`config.mk`:
```
export PLATFORM = sky130hd
export DESIGN_NAME = oft_trip_logic
export DESIGN_NICKNAME = d
export VERILOG_FILES = /design/src/design/oft_trip_logic.v
export VERILOG_INCLUDE_DIRS = /design/src /design/src/design
export SDC_FILE = /design/constraint.sdc
export NUM_CORES = 1
export LEC_CHECK = 0
export BUFFER_PORTS_ARGS = -buffer_cell sky130_fd_sc_hd__buf_2
export CAP_MARGIN = 40
export CORE_MARGIN = 8
export CORE_UTILIZATION = 35
export CTS_BUF_LIST = sky130_fd_sc_hd__clkbuf_16
export CTS_CLUSTER_SIZE = 24
export DETAILED_ROUTE_END_ITERATION = 6
export GPL_ROUTABILITY_DRIVEN = 0
export HOLD_SLACK_MARGIN = 0.08
export PLACE_DENSITY = 0.56
export SLEW_MARGIN = 15
export SYNTH_ARGS = -nofsm -noshare
export SYNTH_HDL_FRONTEND = slang
export SYNTH_SLANG_ARGS = --single-unit
export TNS_END_PERCENT = 5
```
`constraint.sdc`:
```
create_clock -name pclk -period 1.8 [get_ports pclk]
set_input_delay 0.36 -clock pclk [delete_from_list [all_inputs] [get_ports pclk]]
set_output_delay 0.36 -clock pclk [all_outputs]
set_load 0.01 [all_outputs]
```
`src/design/oft_defines.vh`:
```
// Purpose: Shared constants of the overlap flashover trip logic.
// Assumes: Included by bare name; definitions only.
// Notes: Register byte offsets, field positions, reset values, timing.
`ifndef OFT_DEFINES_VH
`define OFT_DEFINES_VH

// ----------------------------------------------------------------
// Register byte offsets
// ----------------------------------------------------------------
`define OFT_ADDR_CTRL 12'h000
`define OFT_ADDR_THRESH 12'h004
`define OFT_ADDR_STATUS 12'h008
`define OFT_ADDR_INT_STAT 12'h00C
`define OFT_ADDR_INT_MASK 12'h010

// ----------------------------------------------------------------
// Field positions and widths
// ----------------------------------------------------------------
`define OFT_CTRL_EN_BIT 0
`define OFT_LEVEL_W 16
`define OFT_NUM_PT 4
`define OFT_NUM_CONTACT 7
`define OFT_NUM_IRQ 4
`define OFT_ST_LIVE_LSB 0
`define OFT_ST_CONTACT_LSB 8
`define OFT_ST_NORMAL_BIT 16
`define OFT_ST_EXTENDED_BIT 17
`define OFT_ST_DISABLED_BIT 18
`define OFT_ST_TRIP_BIT 19
`define OFT_ST_INHIBIT_BIT 20
`define OFT_IRQ_TRIP 0
`define OFT_IRQ_RELEASE 1
`define OFT_IRQ_DIS_ON 2
`define OFT_IRQ_DIS_OFF 3

// ----------------------------------------------------------------
// Reset values
// ----------------------------------------------------------------
`define OFT_CTRL_RST 1'b1
`define OFT_THRESH_RST 16'h4000
`define OFT_MASK_RST 4'h0
`define OFT_ZERO_WORD 32'h0000_0000

// ----------------------------------------------------------------
// Timing
// ----------------------------------------------------------------
`define OFT_CLK_PERIOD_PS 4000
`define OFT_SAMPLE_PERIOD_NS 1000
`define OFT_SAMPLE_CYCLES ((`OFT_SAMPLE_PERIOD_NS * 1000) / `OFT_CLK_PERIOD_PS)
`define OFT_DEB_SAMPLES 4

`endif

```
`src/design/oft_trip_logic.v`:
```
// Purpose: Trip decision logic guarding an insulated overlap between
//          two catenary sections, with an APB register slave.
// Assumes: All inputs synchronous to pclk; one clock of 250 MHz.
// Notes: Level samples arrive with a one-cycle valid strobe.
//
// Implementation choices: the register offsets and the APB register port.
`timescale 1ns/1ps
`include "oft_defines.vh"

// What this block does
// - Watch all four levels and every contact
// - Section dead when its level falls low
// - Tripped breaker yet live section flags bridging
// - Bridging trips both feeder breakers
// - Inhibit reclose with trip until pantograph leaves
// - Normal feed: breakers, interruptors closed, bridge open
// - Breaker A feeds 1,2; breaker B feeds 3,4
// - Extended feed disables protection and trips
// - Closed bridging interruptor also disables protection
// - Show disabled indication while condition lasts
module oft_trip_logic (
  input wire pclk,
  input wire presetn,
  // APB slave
  input wire psel,
  input wire penable,
  input wire pwrite,
  input wire [11:0] paddr,
  input wire [31:0] pwdata,
  output reg [31:0] prdata,
  output wire pready,
  output reg pslverr,
  // Level samples of the four transformers
  input wire [15:0] level_pt_1,
  input wire [15:0] level_pt_2,
  input wire [15:0] level_pt_3,
  input wire [15:0] level_pt_4,
  input wire level_valid,
  // Auxiliary contacts, high means closed
  input wire feeder_breaker_a_closed,
  input wire feeder_breaker_b_closed,
  input wire line_interruptor_1_closed,
  input wire line_interruptor_2_closed,
  input wire line_interruptor_3_closed,
  input wire line_interruptor_4_closed,
  input wire bridging_interruptor_closed,
  // Commands and indications
  output reg trip_feeder_breaker_a,
  output reg trip_feeder_breaker_b,
  output reg reclose_inhibit,
  output reg protection_disabled,
  output wire irq
);

  // ----------------------------------------------------------------
  // Local constants
  // ----------------------------------------------------------------
  // Alarm state machine codes
  localparam ST_IDLE = 1'b0;
  localparam ST_ALARM = 1'b1;
  // Last count of the sample divider
  localparam integer DIV_LAST_I = `OFT_SAMPLE_CYCLES - 1;
  localparam [7:0] DIV_LAST = DIV_LAST_I[7:0];
  // Last count of the debounce counter
  localparam integer DEB_LAST_I = `OFT_DEB_SAMPLES - 1;
  localparam [2:0] DEB_LAST = DEB_LAST_I[2:0];

  // ----------------------------------------------------------------
  // Register file storage
  // ----------------------------------------------------------------
  reg ctrl_en_reg; // Protection enable
  reg [15:0] thresh_reg; // Live/dead threshold
  reg [3:0] int_stat_reg; // Sticky event flags
  reg [3:0] int_mask_reg; // Interrupt enables

  // ----------------------------------------------------------------
  // Sampling and filtering state
  // ----------------------------------------------------------------
  reg [7:0] div_reg; // Sample tick divider
  reg tick_reg; // One-cycle sample enable
  reg [3:0] live_pt_reg; // Per-transformer live flags
  wire [6:0] contact_raw; // Raw contact vector
  wire [6:0] contact_flt; // Debounced contact vector
  wire [63:0] level_vec; // All four levels packed

  // ----------------------------------------------------------------
  // Decision state
  // ----------------------------------------------------------------
  reg state_reg; // Alarm machine state
  reg [1:0] side_reg; // Sections found bridged
  reg dis_prev_reg; // Disabled flag one cycle ago
  reg [3:0] event_pulse; // Events of this cycle

  // Named views of the filtered contacts
  wire fb_a = contact_flt[0];
  wire fb_b = contact_flt[1];
  wire li_1 = contact_flt[2];
  wire li_2 = contact_flt[3];
  wire li_3 = contact_flt[4];
  wire li_4 = contact_flt[5];
  wire bridge = contact_flt[6];

  // ----------------------------------------------------------------
  // Input gathering
  // ----------------------------------------------------------------
  // Contacts are read only on sample ticks, levels only on valid strobes
  assign contact_raw = {bridging_interruptor_closed,
                        line_interruptor_4_closed,
                        line_interruptor_3_closed,
                        line_interruptor_2_closed,
                        line_interruptor_1_closed,
                        feeder_breaker_b_closed,
                        feeder_breaker_a_closed};
  assign level_vec = {level_pt_4, level_pt_3, level_pt_2, level_pt_1};

  // ----------------------------------------------------------------
  // Sample tick divider
  // ----------------------------------------------------------------
  // Slow enable that paces contact sampling
  always @(posedge pclk or negedge presetn) begin
    if (!presetn) begin
      div_reg <= 8'h00;
      tick_reg <= 1'b0;
    end else if (div_reg == DIV_LAST) begin
      div_reg <= 8'h00;
      tick_reg <= 1'b1;
    end else begin
      div_reg <= div_reg + 8'h01;
      tick_reg <= 1'b0;
    end
  end

  // ----------------------------------------------------------------
  // Contact debounce, one filter per contact
  // ----------------------------------------------------------------
  genvar gi;
  generate
    for (gi = 0; gi < `OFT_NUM_CONTACT; gi = gi + 1) begin : g_deb
      reg [2:0] cnt_reg; // Consecutive differing samples
      reg flt_reg; // Accepted contact state
      // Accept a change only after it holds for several ticks
      always @(posedge pclk or negedge presetn) begin
        if (!presetn) begin
          cnt_reg <= 3'h0;
          flt_reg <= 1'b0;
        end else if (tick_reg) begin
          if (contact_raw[gi] == flt_reg) begin
            // Stable: restart the count
            cnt_reg <= 3'h0;
          end else if (cnt_reg == DEB_LAST) begin
            // Held long enough: take it
            flt_reg <= contact_raw[gi];
            cnt_reg <= 3'h0;
          end else begin
            cnt_reg <= cnt_reg + 3'h1;
          end
        end
      end
      assign contact_flt[gi] = flt_reg;
    end
  endgenerate

  // ----------------------------------------------------------------
  // Level comparison, one per transformer
  // ----------------------------------------------------------------
  generate
    for (gi = 0; gi < `OFT_NUM_PT; gi = gi + 1) begin : g_lvl
      // Each sample checked against the threshold setting
      always @(posedge pclk or negedge presetn) begin
        if (!presetn) begin
          live_pt_reg[gi] <= 1'b0;
        end else if (level_valid) begin
          live_pt_reg[gi] <=
            (level_vec[gi*16 +: 16] >= thresh_reg);
        end
      end
    end
  endgenerate

  // ----------------------------------------------------------------
  // Feed conditions
  // ----------------------------------------------------------------
  // Section A through interruptors 1,2; B through 3,4
  wire live_a = live_pt_reg[0] | live_pt_reg[1];
  wire live_b = live_pt_reg[2] | live_pt_reg[3];
  // Normal feed pattern
  wire normal_feed = fb_a & fb_b & li_1 & li_2 & li_3 & li_4 & ~bridge;
  // Any line interruptor open means feed is extended
  wire extended_feed = ~(li_1 & li_2 & li_3 & li_4);
  // Closed bridge or extended feed disables protection
  wire disabled_now = extended_feed | bridge;
  wire armed = ctrl_en_reg & ~disabled_now;
  // Tripped breaker while its section still reads live
  wire flash_a = armed & ~fb_a & live_a;
  wire flash_b = armed & ~fb_b & live_b;
  // Pantograph gone once every flagged section reads dead
  wire panto_left = ~((side_reg[0] & live_a) | (side_reg[1] & live_b));

  // ----------------------------------------------------------------
  // Alarm state machine
  // ----------------------------------------------------------------
  // Raises trips and reclose inhibit, holds inhibit until clear
  always @(posedge pclk or negedge presetn) begin
    if (!presetn) begin
      state_reg <= ST_IDLE;
      side_reg <= 2'b00;
      trip_feeder_breaker_a <= 1'b0;
      trip_feeder_breaker_b <= 1'b0;
      reclose_inhibit <= 1'b0;
    end else begin
      case (state_reg)
        ST_IDLE: begin
          if (flash_a | flash_b) begin
            // Trip both breakers together with the inhibit
            state_reg <= ST_ALARM;
            side_reg <= {flash_b, flash_a};
            trip_feeder_breaker_a <= 1'b1;
            trip_feeder_breaker_b <= 1'b1;
            reclose_inhibit <= 1'b1;
          end
        end
        ST_ALARM: begin
          if (!armed | panto_left) begin
            // Disabled or overlap clear: drop all
            state_reg <= ST_IDLE;
            side_reg <= 2'b00;
            trip_feeder_breaker_a <= 1'b0;
            trip_feeder_breaker_b <= 1'b0;
            reclose_inhibit <= 1'b0;
          end else begin
            // Keep tripping while bridging persists
            side_reg <= side_reg | {flash_b, flash_a};
            trip_feeder_breaker_a <= 1'b1;
            trip_feeder_breaker_b <= 1'b1;
          end
        end
        default: begin
          state_reg <= ST_IDLE;
        end
      endcase
    end
  end

  // ----------------------------------------------------------------
  // Disabled indication
  // ----------------------------------------------------------------
  // Level output follows the disabled condition
  always @(posedge pclk or negedge presetn) begin
    if (!presetn) begin
      protection_disabled <= 1'b0;
      dis_prev_reg <= 1'b0;
    end else begin
      protection_disabled <= disabled_now;
      dis_prev_reg <= protection_disabled;
    end
  end

  // ----------------------------------------------------------------
  // Event detection
  // ----------------------------------------------------------------
  // One-cycle pulses feeding the sticky status
  always @* begin
    event_pulse = 4'h0;
    event_pulse[`OFT_IRQ_TRIP] = (state_reg == ST_IDLE) &
                                 (flash_a | flash_b);
    event_pulse[`OFT_IRQ_RELEASE] = (state_reg == ST_ALARM) &
                                    (~armed | panto_left);
    event_pulse[`OFT_IRQ_DIS_ON] = protection_disabled & ~dis_prev_reg;
    event_pulse[`OFT_IRQ_DIS_OFF] = ~protection_disabled & dis_prev_reg;
  end

  // ----------------------------------------------------------------
  // APB decode
  // ----------------------------------------------------------------
  // Zero wait states: every access completes in one access cycle
  assign pready = 1'b1;
  wire setup_ph = psel & ~penable;
  wire wr_acc = psel & penable & pwrite;
  wire hit_ctrl = (paddr == `OFT_ADDR_CTRL);
  wire hit_thresh = (paddr == `OFT_ADDR_THRESH);
  wire hit_status = (paddr == `OFT_ADDR_STATUS);
  wire hit_stat = (paddr == `OFT_ADDR_INT_STAT);
  wire hit_mask = (paddr == `OFT_ADDR_INT_MASK);
  wire hit_any = hit_ctrl | hit_thresh | hit_status | hit_stat |
                   hit_mask;

  // Live state image for software
  wire [31:0] status_word = {11'h000,
                        reclose_inhibit,
                        trip_feeder_breaker_a,
                        protection_disabled,
                        extended_feed,
                        normal_feed,
                        1'b0,
                        contact_flt,
                        4'h0,
                        live_pt_reg};

  // ----------------------------------------------------------------
  // Register writes
  // ----------------------------------------------------------------
  // Control, threshold and mask storage
  always @(posedge pclk or negedge presetn) begin
    if (!presetn) begin
      ctrl_en_reg <= `OFT_CTRL_RST;
      thresh_reg <= `OFT_THRESH_RST;
      int_mask_reg <= `OFT_MASK_RST;
    end else if (wr_acc) begin
      if (hit_ctrl) begin
        ctrl_en_reg <= pwdata[`OFT_CTRL_EN_BIT];
      end
      if (hit_thresh) begin
        thresh_reg <= pwdata[15:0];
      end
      if (hit_mask) begin
        int_mask_reg <= pwdata[3:0];
      end
    end
  end

  // ----------------------------------------------------------------
  // Sticky interrupt status
  // ----------------------------------------------------------------
  // Write one to clear; a new event wins over the clear
  always @(posedge pclk or negedge presetn) begin
    if (!presetn) begin
      int_stat_reg <= 4'h0;
    end else if (wr_acc & hit_stat) begin
      int_stat_reg <= (int_stat_reg & ~pwdata[3:0]) | event_pulse;
    end else begin
      int_stat_reg <= int_stat_reg | event_pulse;
    end
  end

  // Level interrupt while any unmasked flag is set
  assign irq = |(int_stat_reg & int_mask_reg);

  // ----------------------------------------------------------------
  // Read data and error
  // ----------------------------------------------------------------
  // Captured in the setup cycle, held through the access cycle
  always @(posedge pclk or negedge presetn) begin
    if (!presetn) begin
      prdata <= `OFT_ZERO_WORD;
      pslverr <= 1'b0;
    end else if (setup_ph) begin
      pslverr <= ~hit_any;
      if (pwrite) begin
        prdata <= `OFT_ZERO_WORD;
      end else if (hit_ctrl) begin
        prdata <= {31'h0000_0000, ctrl_en_reg};
      end else if (hit_thresh) begin
        prdata <= {16'h0000, thresh_reg};
      end else if (hit_status) begin
        prdata <= status_word;
      end else if (hit_stat) begin
        prdata <= {28'h000_0000, int_stat_reg};
      end else if (hit_mask) begin
        prdata <= {28'h000_0000, int_mask_reg};
      end else begin
        // Unmapped address reads zero
        prdata <= `OFT_ZERO_WORD;
      end
    end
  end

endmodule

```
== Word-level counts from Yosys, hierarchy flattened ==
Cells that the tools add are included.

* Bitwise logic cells: 60
* Add/sub/neg operators: 8
* $lt $le $gt $ge: 4
* Eq/ne operators: 21
* Reduce and logical (&&, ||, !) cells: 14
* Mux-type cells: 33

{| class="wikitable"
|+ Operator list
! operator !! number
|-
| $mux 21 || 4
|-
| $ge 16x16->1 || 4
|-
| $mux 3 || 14
|-
| $and 1x1->1 || 24
|-
| $eq 12x4->1 const B || 2
|-
| $add 3x1->3 const B || 7
|-
| $eq 3x2->1 const B || 7
|-
| $reduce_and 3->1 || 7
|-
| $not 1->1 || 19
|-
| $eq 12x3->1 const B || 1
|-
| $eq 12x5->1 const B || 1
|-
| $logic_not 12->1 || 1
|-
| $mux 4 || 3
|-
| $or 1x1->1 || 11
|-
| $add 8x1->8 const B || 1
|-
| $and 4x4->4 || 2
|-
| $eq 8x8->1 const B || 1
|-
| $mux 8 || 1
|-
| $or 4x4->4 || 2
|-
| $reduce_and 2->1 || 4
|-
| $eq 1x1->1 || 7
|-
| $pmux 1 s2 || 3
|-
| $mux 1 || 5
|-
| $mux 2 || 2
|-
| other kinds (7) || 7
|}

* Flip-flop bits (word level): 106
* Input port bits: 121
* Word-level logic and storage cells: 172
* Output and inout port bits: 39

== Longest topological paths before layout ==
Gate-level depths: netlist of run 1.

* Depth in word-level cells: 13
* Depth in mapped cells: 7
* Mapped depth without buffers: 7

== Worst setup path after synthesis of run 1 ==
Ideal clock, no wire load.

* Path kind: input to register
* Start point: input paddr[9]
* End point: register int_mask_reg[0]
* Cell stages on the path: 5
* Data arrival time: 1.697 ns
* Required time: 1.673 ns
* Library setup time: 0.127 ns
* Buffers on the path: 0
* Setup slack: -0.025 ns
* Path through: nor4_4 -> nand2_2 -> or2_4 -> and4bb_4 -> mux2_1

* Longest elaborated chain between the ends: 2

{| class="wikitable"
|+ Ends and longest elaborated chain
! element !! RTL line !! RTL
|-
| from (decl) || oft_trip_logic.v:28 || <nowiki>input wire [11:0] paddr,</nowiki>
|-
| $eq 12x5->1 (no source line) || - ||
|-
| $reduce_and 2->1 (no source line) || - ||
|-
| to (signal assigned) || oft_trip_logic.v:307 || <nowiki>int_mask_reg <= `OFT_MASK_RST;</nowiki>
|-
| to (signal assigned) || oft_trip_logic.v:316 || <nowiki>int_mask_reg <= pwdata[3:0];</nowiki>
|-
| to (decl) || oft_trip_logic.v:74 || <nowiki>reg [3:0] int_mask_reg;</nowiki>
|}

Every way passes these cells.
A chain may end at the register's enable or synchronous reset.

== Worst setup path after layout of run 1 ==
* Start point: register thresh_reg[3]
* End point: register live_pt_reg[3]

* Longest elaborated chain between the ends: 1

{| class="wikitable"
|+ Ends and longest elaborated chain
! element !! RTL line !! RTL
|-
| from (decl) || oft_trip_logic.v:72 || <nowiki>reg [15:0] thresh_reg;</nowiki>
|-
| from (signal assigned) || oft_trip_logic.v:306 || <nowiki>thresh_reg <= `OFT_THRESH_RST;</nowiki>
|-
| from (signal assigned) || oft_trip_logic.v:313 || <nowiki>thresh_reg <= pwdata[15:0];</nowiki>
|-
| $ge 16x16->1 || oft_trip_logic.v:174 || <nowiki>(level_vec[gi*16 +: 16] >= thresh_reg);</nowiki>
|-
| to (signal, indexed assignment) || oft_trip_logic.v:173 || <nowiki>live_pt_reg[gi] <=</nowiki>
|-
| to (decl) || oft_trip_logic.v:81 || <nowiki>reg [3:0] live_pt_reg;</nowiki>
|}

Every way passes these cells.

==> key figures, run 1 <==
Status
  – Status: completed

Synth
  – Ys flop type: dfrtp_1
  – Sequential fraction of the synthesis area: 41.1%
  – Library cells used by synthesis: 54
  – Yosys top cell by area: dfrtp_1
  – Post-synth ARST share: 100%
  – Area contributors post-synth: dfrtp_1 (40%), ha_1 (16%), inv_1 (3.0%)
  – #FFs+latches synth: 95
  – Synth top area share: 40.1%
  – Syn_area_per_cell: 10.2 um^2
  – Synth Instances: 566
  – Post-Syn Area: 0.00580 mm^2
  – Post-synth EDFFs: 0
  – Ys Warns: 0

Power
  – Worst vdd ir: 0.431 mV
  – Leak Pwr: 0.00367 uW
  – Power density over the cells: 622 mW/mm^2

Placed design
  – Dpl ws: -0.133 ns
  – Port Buffers: 131
  – Placed Area: 0.00698 mm^2
  – Final HPWL DP: 13,300 um
  – Placed insts: 946

Critical path
  – Crit path depth: 8
  – CP endpoint: live_pt_reg[3]
  – Worst path max stage delay: 0.37 ns
  – Worst R2R End: live_pt_reg[3]
  – Cells on worst reg2reg path: 8
  – Worst-path maximum fanout: 3
  – Buffers & Inverters on Critical Path: 2
  – R2r startpoint: thresh_reg[3]
  – CP arrival: 2.00 ns
  – FF-to-FF setup slack: 0.05 ns
  – Delay-heaviest family, CP: compound AO/OA/AOI/OAI gates
  – Worst-path cell with the longest stage delay: dfrtp_1
  – WS Path Type: flip-flop to flip-flop
  – Crit. End Element: flip-flop
  – Critical Path RT: 2.05 ns
  – Worst Setup SP: thresh_reg[3]
  – CP Cell Sequence: inv_2 > buf_6 > ha_4 > o211ai_1 > a21oi_2 > nor4_2 > o31a_1 > o31ai_2
  – Worst setup SP type: flip-flop

Timing
  – Final Cycle Share: 97.4%
  – Fmax: 571 MHz
  – Actual slew at the worst max-slew pin: 0.536 ns
  – Final setup fails: 0
  – Hold Fails Final Rpt: 0
  – Worst clock skew: 0.00799 ns
  – Unrepaired setup endpoints after global routing: true
  – Slew Viols, Final: 0
  – Relative slew margins: 64.2%
  – Fin Setup TNS: 0 ns
  – Post-layout min period: 1.75 ns
  – Slack of the critical path: 0.0472 ns

Clock tree
  – Worst-path clk slew: 0.07 ns
  – Clock buffer count from CTS: 9
  – CTS Root Cell: clkbuf_16
  – TritonCTS clock tree: yes
  – Clock Latency Late Sink: 0.34 ns
  – Clk buf depth: 2
  – Sinks on Clock Net: 95
  – H-tree Lvls: 3

Global routing
  – Antenna violations before repair: 0
  – Total track usage: 15.8%
  – Pin count of the biggest net entering global routing: 43
  – Vias in the first global route: 5,051
  – Total gr overflow: 0
  – First-pass GRT wire length: 25,800 um

Floorplanning
  – Die Span X: 145 um
  – Die H: 145 um
  – Core Box Area: 0.0164 mm^2
  – Starting Density: 35.3%
  – DIE AREA: 0.0209 mm^2
  – Io pins: 160
  – # rows: 47

Layout
  – Commonest non-fill, non-tap cell in the layout: buf_2
  – Post-route design area: 0.00741 mm^2
  – Nets: 938
  – Final cell count without fillers: 969
  – Area Growth Syn to Fin: 27.9%
  – Layout cells sized above 1: 31.9%
  – Most frequent cells in the layout: buf_2 (130), dfrtp_1 (92), ha_1 (71)
  – Fillcell total: 1,567
  – Diode count: 0

Route
  – Detail Route met3 WL: 936 um
  – Post-route ant nets: 0
  – Via density: 5.01
  – Vias: 4,859
  – # DRC: 0
  – Starting DRT DRC Count: 238
  – Post-detailed-route wirelength per cell: 17.0 um
  – DR pass1 iterations: 5
  – Post-Route WL: 16,500 um
  – Routed length on met2: 8220 um
  – Wire length on met1: 7020 um
  – Max Used Layer: met4

Hold path
  – Hold Path Stages: 2
  – Worst hold path class: input port to flip-flop

Job
  – Max_cap viols: 0
metrics by stage:
step / power [uW] / hold slack, ns / util [%]
finish: 4610 / 0.233 / 45.2
global route: 4840 / 0.227 / 45.2
CTS: 4660 / 0.220 / 44.5
detailed placement: 2750 / 0.374 / 42.5
global placement: 2740 / 0.370 / 42.5
floorplan: 2470 / 0.0644 / -
area by class of cell:
type | instances | area [um^2] | area share (%)
clock buffers | 9 | 225 | 3.04
clock inverters | 7 | 66.3 | 0.894
inverters | 46 | 173 | 2.33
multi-input cells | 410 | 3210 | 43.2
flip-flops and latches | 95 | 2380 | 32.1
well taps | 220 | 275 | 3.71
repair buffers | 182 | 1090 | 14.7
metal layers:
layer	GRT usage, %	vias to the layer above
li1	-	2382
met1	19.2	2340
met2	27.8	117
met3	3.18	20
met4	4.55	0
met5	0	-
worst min path at each step:
| stage | to | startpoint | slack (ns) |
|---|---|---|---|
| 2_1_floorplan | bridge | presetn | 0.06 |
| 3_3_place_gp | prdata[10] | presetn | 0.37 |
| 3_5_place_dp | prdata[10] | presetn | 0.37 |
| 4_1_cts | thresh_reg[9] | pwdata[9] | 0.22 |
| 5_1_grt | thresh_reg[5] | pwdata[5] | 0.23 |
| 6_report | thresh_reg[9] | pwdata[9] | 0.23 |
worst register-to-register path, stage by stage, from the launching register on:
cell and delay, ns:
dfrtp_1 0.37, inv_2 0.06, buf_6 0.12, ha_4 0.26, o211ai_1 0.09, a21oi_2 0.13, nor4_2 0.06, o31a_1 0.33
o31ai_2 0.24
where the power goes:
group,switching (uW),internal (uW),leakage (uW)
sequential,31.0,2160,0.00115
clock,813,1070,0.000140
combinational,289,256,0.00239
kinds of logic (layout without fill, tap and decap cells):
group	Yosys count	after routing	synth area share, %
compound gates	142	142	16.6
simple gates	142	142	13.5
flops	95	95	41.1
fa+ha+maj	73	73	15.8
buf+inv	71	244	5.66
mux	30	30	5.72
xor+xnor	11	11	1.66
other cells	2	12	0.130
Yosys cell counts, types with 6 or more instances:
cell      number
a211oi_1       7
buf_4         14
nand2_1       35
o21ai_0       29
clkbuf_1       9
xnor2_1        9
o22ai_1       13
mux2_1        13
nand3_1       16
nand3b_1       8
o211ai_1       7
a21oi_1       22
a22o_1        12
o31ai_1        7
mux2_2        12
nand2b_1      15
ha_1          73
dfrtp_1       93
inv_1         46
nor2_1        32
a21o_1        10
nor3_1         6
a22oi_1       12
repair_timing:
action                                 CTS  global route
hold buffers                             1             0
setup buffers                            0             6
gates resized for setup                  4            19
pin swaps                                2             9
setup endpoints to repair                3             9
gates cloned                             0             0
endpoints found under the hold margin   32             0
(Power assumes the default switching activity.)
==> run 2: changes to the inputs <==
Settings changed: CTS_BUF_LIST sky130_fd_sc_hd__clkbuf_16 to sky130_fd_sc_hd__clkbuf_4.
==> run 2 against run 1 <==
Sequential share of layout area up 0.56 points. Sequential power about the same. Final area fell by 1.7%. Via count is 0.58% higher. Power is 15% lower. Utilization decreased by 0.78 points. Clock power fell by 38%. First-iteration DRC count rose by 1.7%. Critical endpoint unchanged.
==> key figures, run 2 (synthesis gave the netlist of run 1 again) <==
Status
  – Status: completed

Route
  – Via density: 5.03
  – Starting DRT DRC Count: 242
  – Vias: 4,887
  – Post-detailed-route wirelength per cell: 16.9 um
  – Post-route ant nets: 0
  – Post-Route WL: 16,400 um
  – # DRC: 0
  – DR pass1 iterations: 5

Layout
  – Diode count: 0
  – Commonest non-fill, non-tap cell in the layout: buf_2
  – Nets: 941
  – Layout cells sized above 1: 31.8%
  – Register area: 0.00238 mm^2
  – Multi-input logic area: 0.00320 mm^2
  – Most frequent cells in the layout: buf_2 (130), dfrtp_1 (92), ha_1 (71)
  – Fin util: 44.4%
  – Area Growth Syn to Fin: 25.7%
  – Post-route design area: 0.00729 mm^2
  – Fillcell total: 1,591

Clock tree
  – Clk buf depth: 2
  – Clock buffer count from CTS: 9
  – H-tree Lvls: 3
  – Sinks on Clock Net: 95
  – Worst-path clk slew: 0.16 ns
  – TritonCTS clock tree: yes
  – Clock Latency Late Sink: 0.45 ns
  – CTS Root Cell: clkbuf_4

Hold path
  – WHS Endpoint: thresh_reg[6]
  – Hold Path Stages: 2
  – Min-delay src: pwdata[6]
  – Worst hold path class: input port to flip-flop

Critical path
  – FF-to-FF setup slack: 0.008 ns
  – Worst path max stage delay: 0.40 ns
  – Crit. End Element: flip-flop
  – Critical Path RT: 2.17 ns
  – Worst-path maximum fanout: 3
  – Worst R2R End: live_pt_reg[3]
  – Buffers & Inverters on Critical Path: 2
  – Delay-heaviest family, CP: compound AO/OA/AOI/OAI gates
  – Worst-path cell with the longest stage delay: dfrtp_1
  – R2r startpoint: thresh_reg[2]
  – CP arrival: 2.16 ns
  – WS Path Type: flip-flop to flip-flop
  – CP Cell Sequence: inv_2 > buf_6 > ha_4 > o211ai_1 > a21oi_1 > nor4_2 > o31a_1 > o31ai_2
  – Worst setup SP type: flip-flop
  – Cells on worst reg2reg path: 8

Timing
  – Post-layout min period: 1.79 ns
  – Final Cycle Share: 99.6%
  – Worst clock skew: 0.0194 ns
  – Actual slew at the worst max-slew pin: 0.641 ns
  – Fmax: 558 MHz
  – Relative slew margins: 56.9%
  – Final setup fails: 0
  – Slew Viols, Final: 0
  – Hold slack: 0.119 ns
  – Unrepaired setup endpoints after global routing: true
  – Hold Fails Final Rpt: 0

Power
  – Power share of the sequential group: 56.1%
  – Leak Pwr: 0.00361 uW
  – Power density over the cells: 535 mW/mm^2
  – Comb pwr share: 14.1%
  – Worst vdd ir: 0.320 mV
  – Net Sw Power: 1050 uW
  – Total power: 3900 uW
  – Switch share: 26.9%
  – Power Internal: 2850 uW
  – Clock power share: 29.8%

Floorplanning
  – DIE AREA: 0.0209 mm^2
  – Io pins: 160
  – Core Box Area: 0.0164 mm^2
  – # rows: 47
  – Die Span X: 145 um
  – Starting Density: 35.3%
  – Die H: 145 um

Placed design
  – Final HPWL DP: 13,300 um
  – Port Buffers: 131
  – Placed Area: 0.00698 mm^2

Global routing
  – First-pass GRT wire length: 25,700 um
  – Pin count of the biggest net entering global routing: 43
  – Vias in the first global route: 5,075
  – Total gr overflow: 0
  – Total track usage: 15.7%
  – Antenna violations before repair: 0

Job
  – Max_cap viols: 0
## run 2: final cells by class
type	instances	share of cell area (%)
clock buffers	10	1.03
clock inverters	6	0.859
inverters	46	2.37
multi-input cells	410	43.9
flip-flops and latches	95	32.7
well taps	220	3.78
repair buffers	185	15.4
## run 2: worst max-delay path by stage
stage | end | cells past startpoint | start
6_report | live_pt_reg[3] | 8 | thresh_reg[2]
5_1_grt | live_pt_reg[3] | 8 | thresh_reg[3]
4_1_cts | live_pt_reg[3] | 8 | thresh_reg[3]
3_5_place_dp | int_mask_reg[0] | 6 | paddr[9]
3_3_place_gp | int_mask_reg[0] | 6 | paddr[9]
2_1_floorplan | int_mask_reg[0] | 5 | paddr[9]
## run 2: routing by layer
layer / vias up / GRT usage, % / wire, um
met2: 127 / 27.4 / 8160
met3: 28 / 3.12 / 991
met1: 2345 / 19.0 / 6870
li1: 2387 / - / -
met5: - / 0 / 0
met4: 0 / 5.15 / 371
## run 2: stage by stage
stage / setup slack, ns / TNS [ns] / cells
after floorplan: -0.0248 / -0.167 / 576
after global placement: -0.110 / -1.43 / 946
after detailed placement: -0.133 / -2.00 / 946
after CTS: 0.00411 / 0 / 967
after global routing: -0.0596 / -0.121 / 972
final: 0.00805 / 0 / 972
## run 2: what timing repair did
| item | CTS | global route |
|---|---|---|
| hold buffers | 4 | 0 |
| setup buffers | 1 | 5 |
| gates resized for setup | 5 | 16 |
| setup endpoints to repair | 3 | 9 |
| pin swaps | 2 | 9 |
| hold endpoints to repair | 35 | 0 |
| cloned | 0 | 0 |
## run 2: power by group through the flow
| stage | logic (uW) | clock network, uW | registers, uW |
|---|---|---|---|
| floorplan | 254 | 0 | 2220 |
| global route | 619 | 1290 | 2190 |
| detailed placement | 523 | 0 | 2230 |
| global placement | 509 | 0 | 2230 |
| CTS | 540 | 1220 | 2190 |
| finish | 549 | 1160 | 2190 |
## run 2: worst register-to-register path: stages, from the launching register on
cell,delay [ns]
dfrtp_1,0.40
inv_2,0.07
buf_6,0.12
ha_4,0.25
o211ai_1,0.09
a21oi_1,0.16
nor4_2,0.07
o31a_1,0.33
o31ai_2,0.24
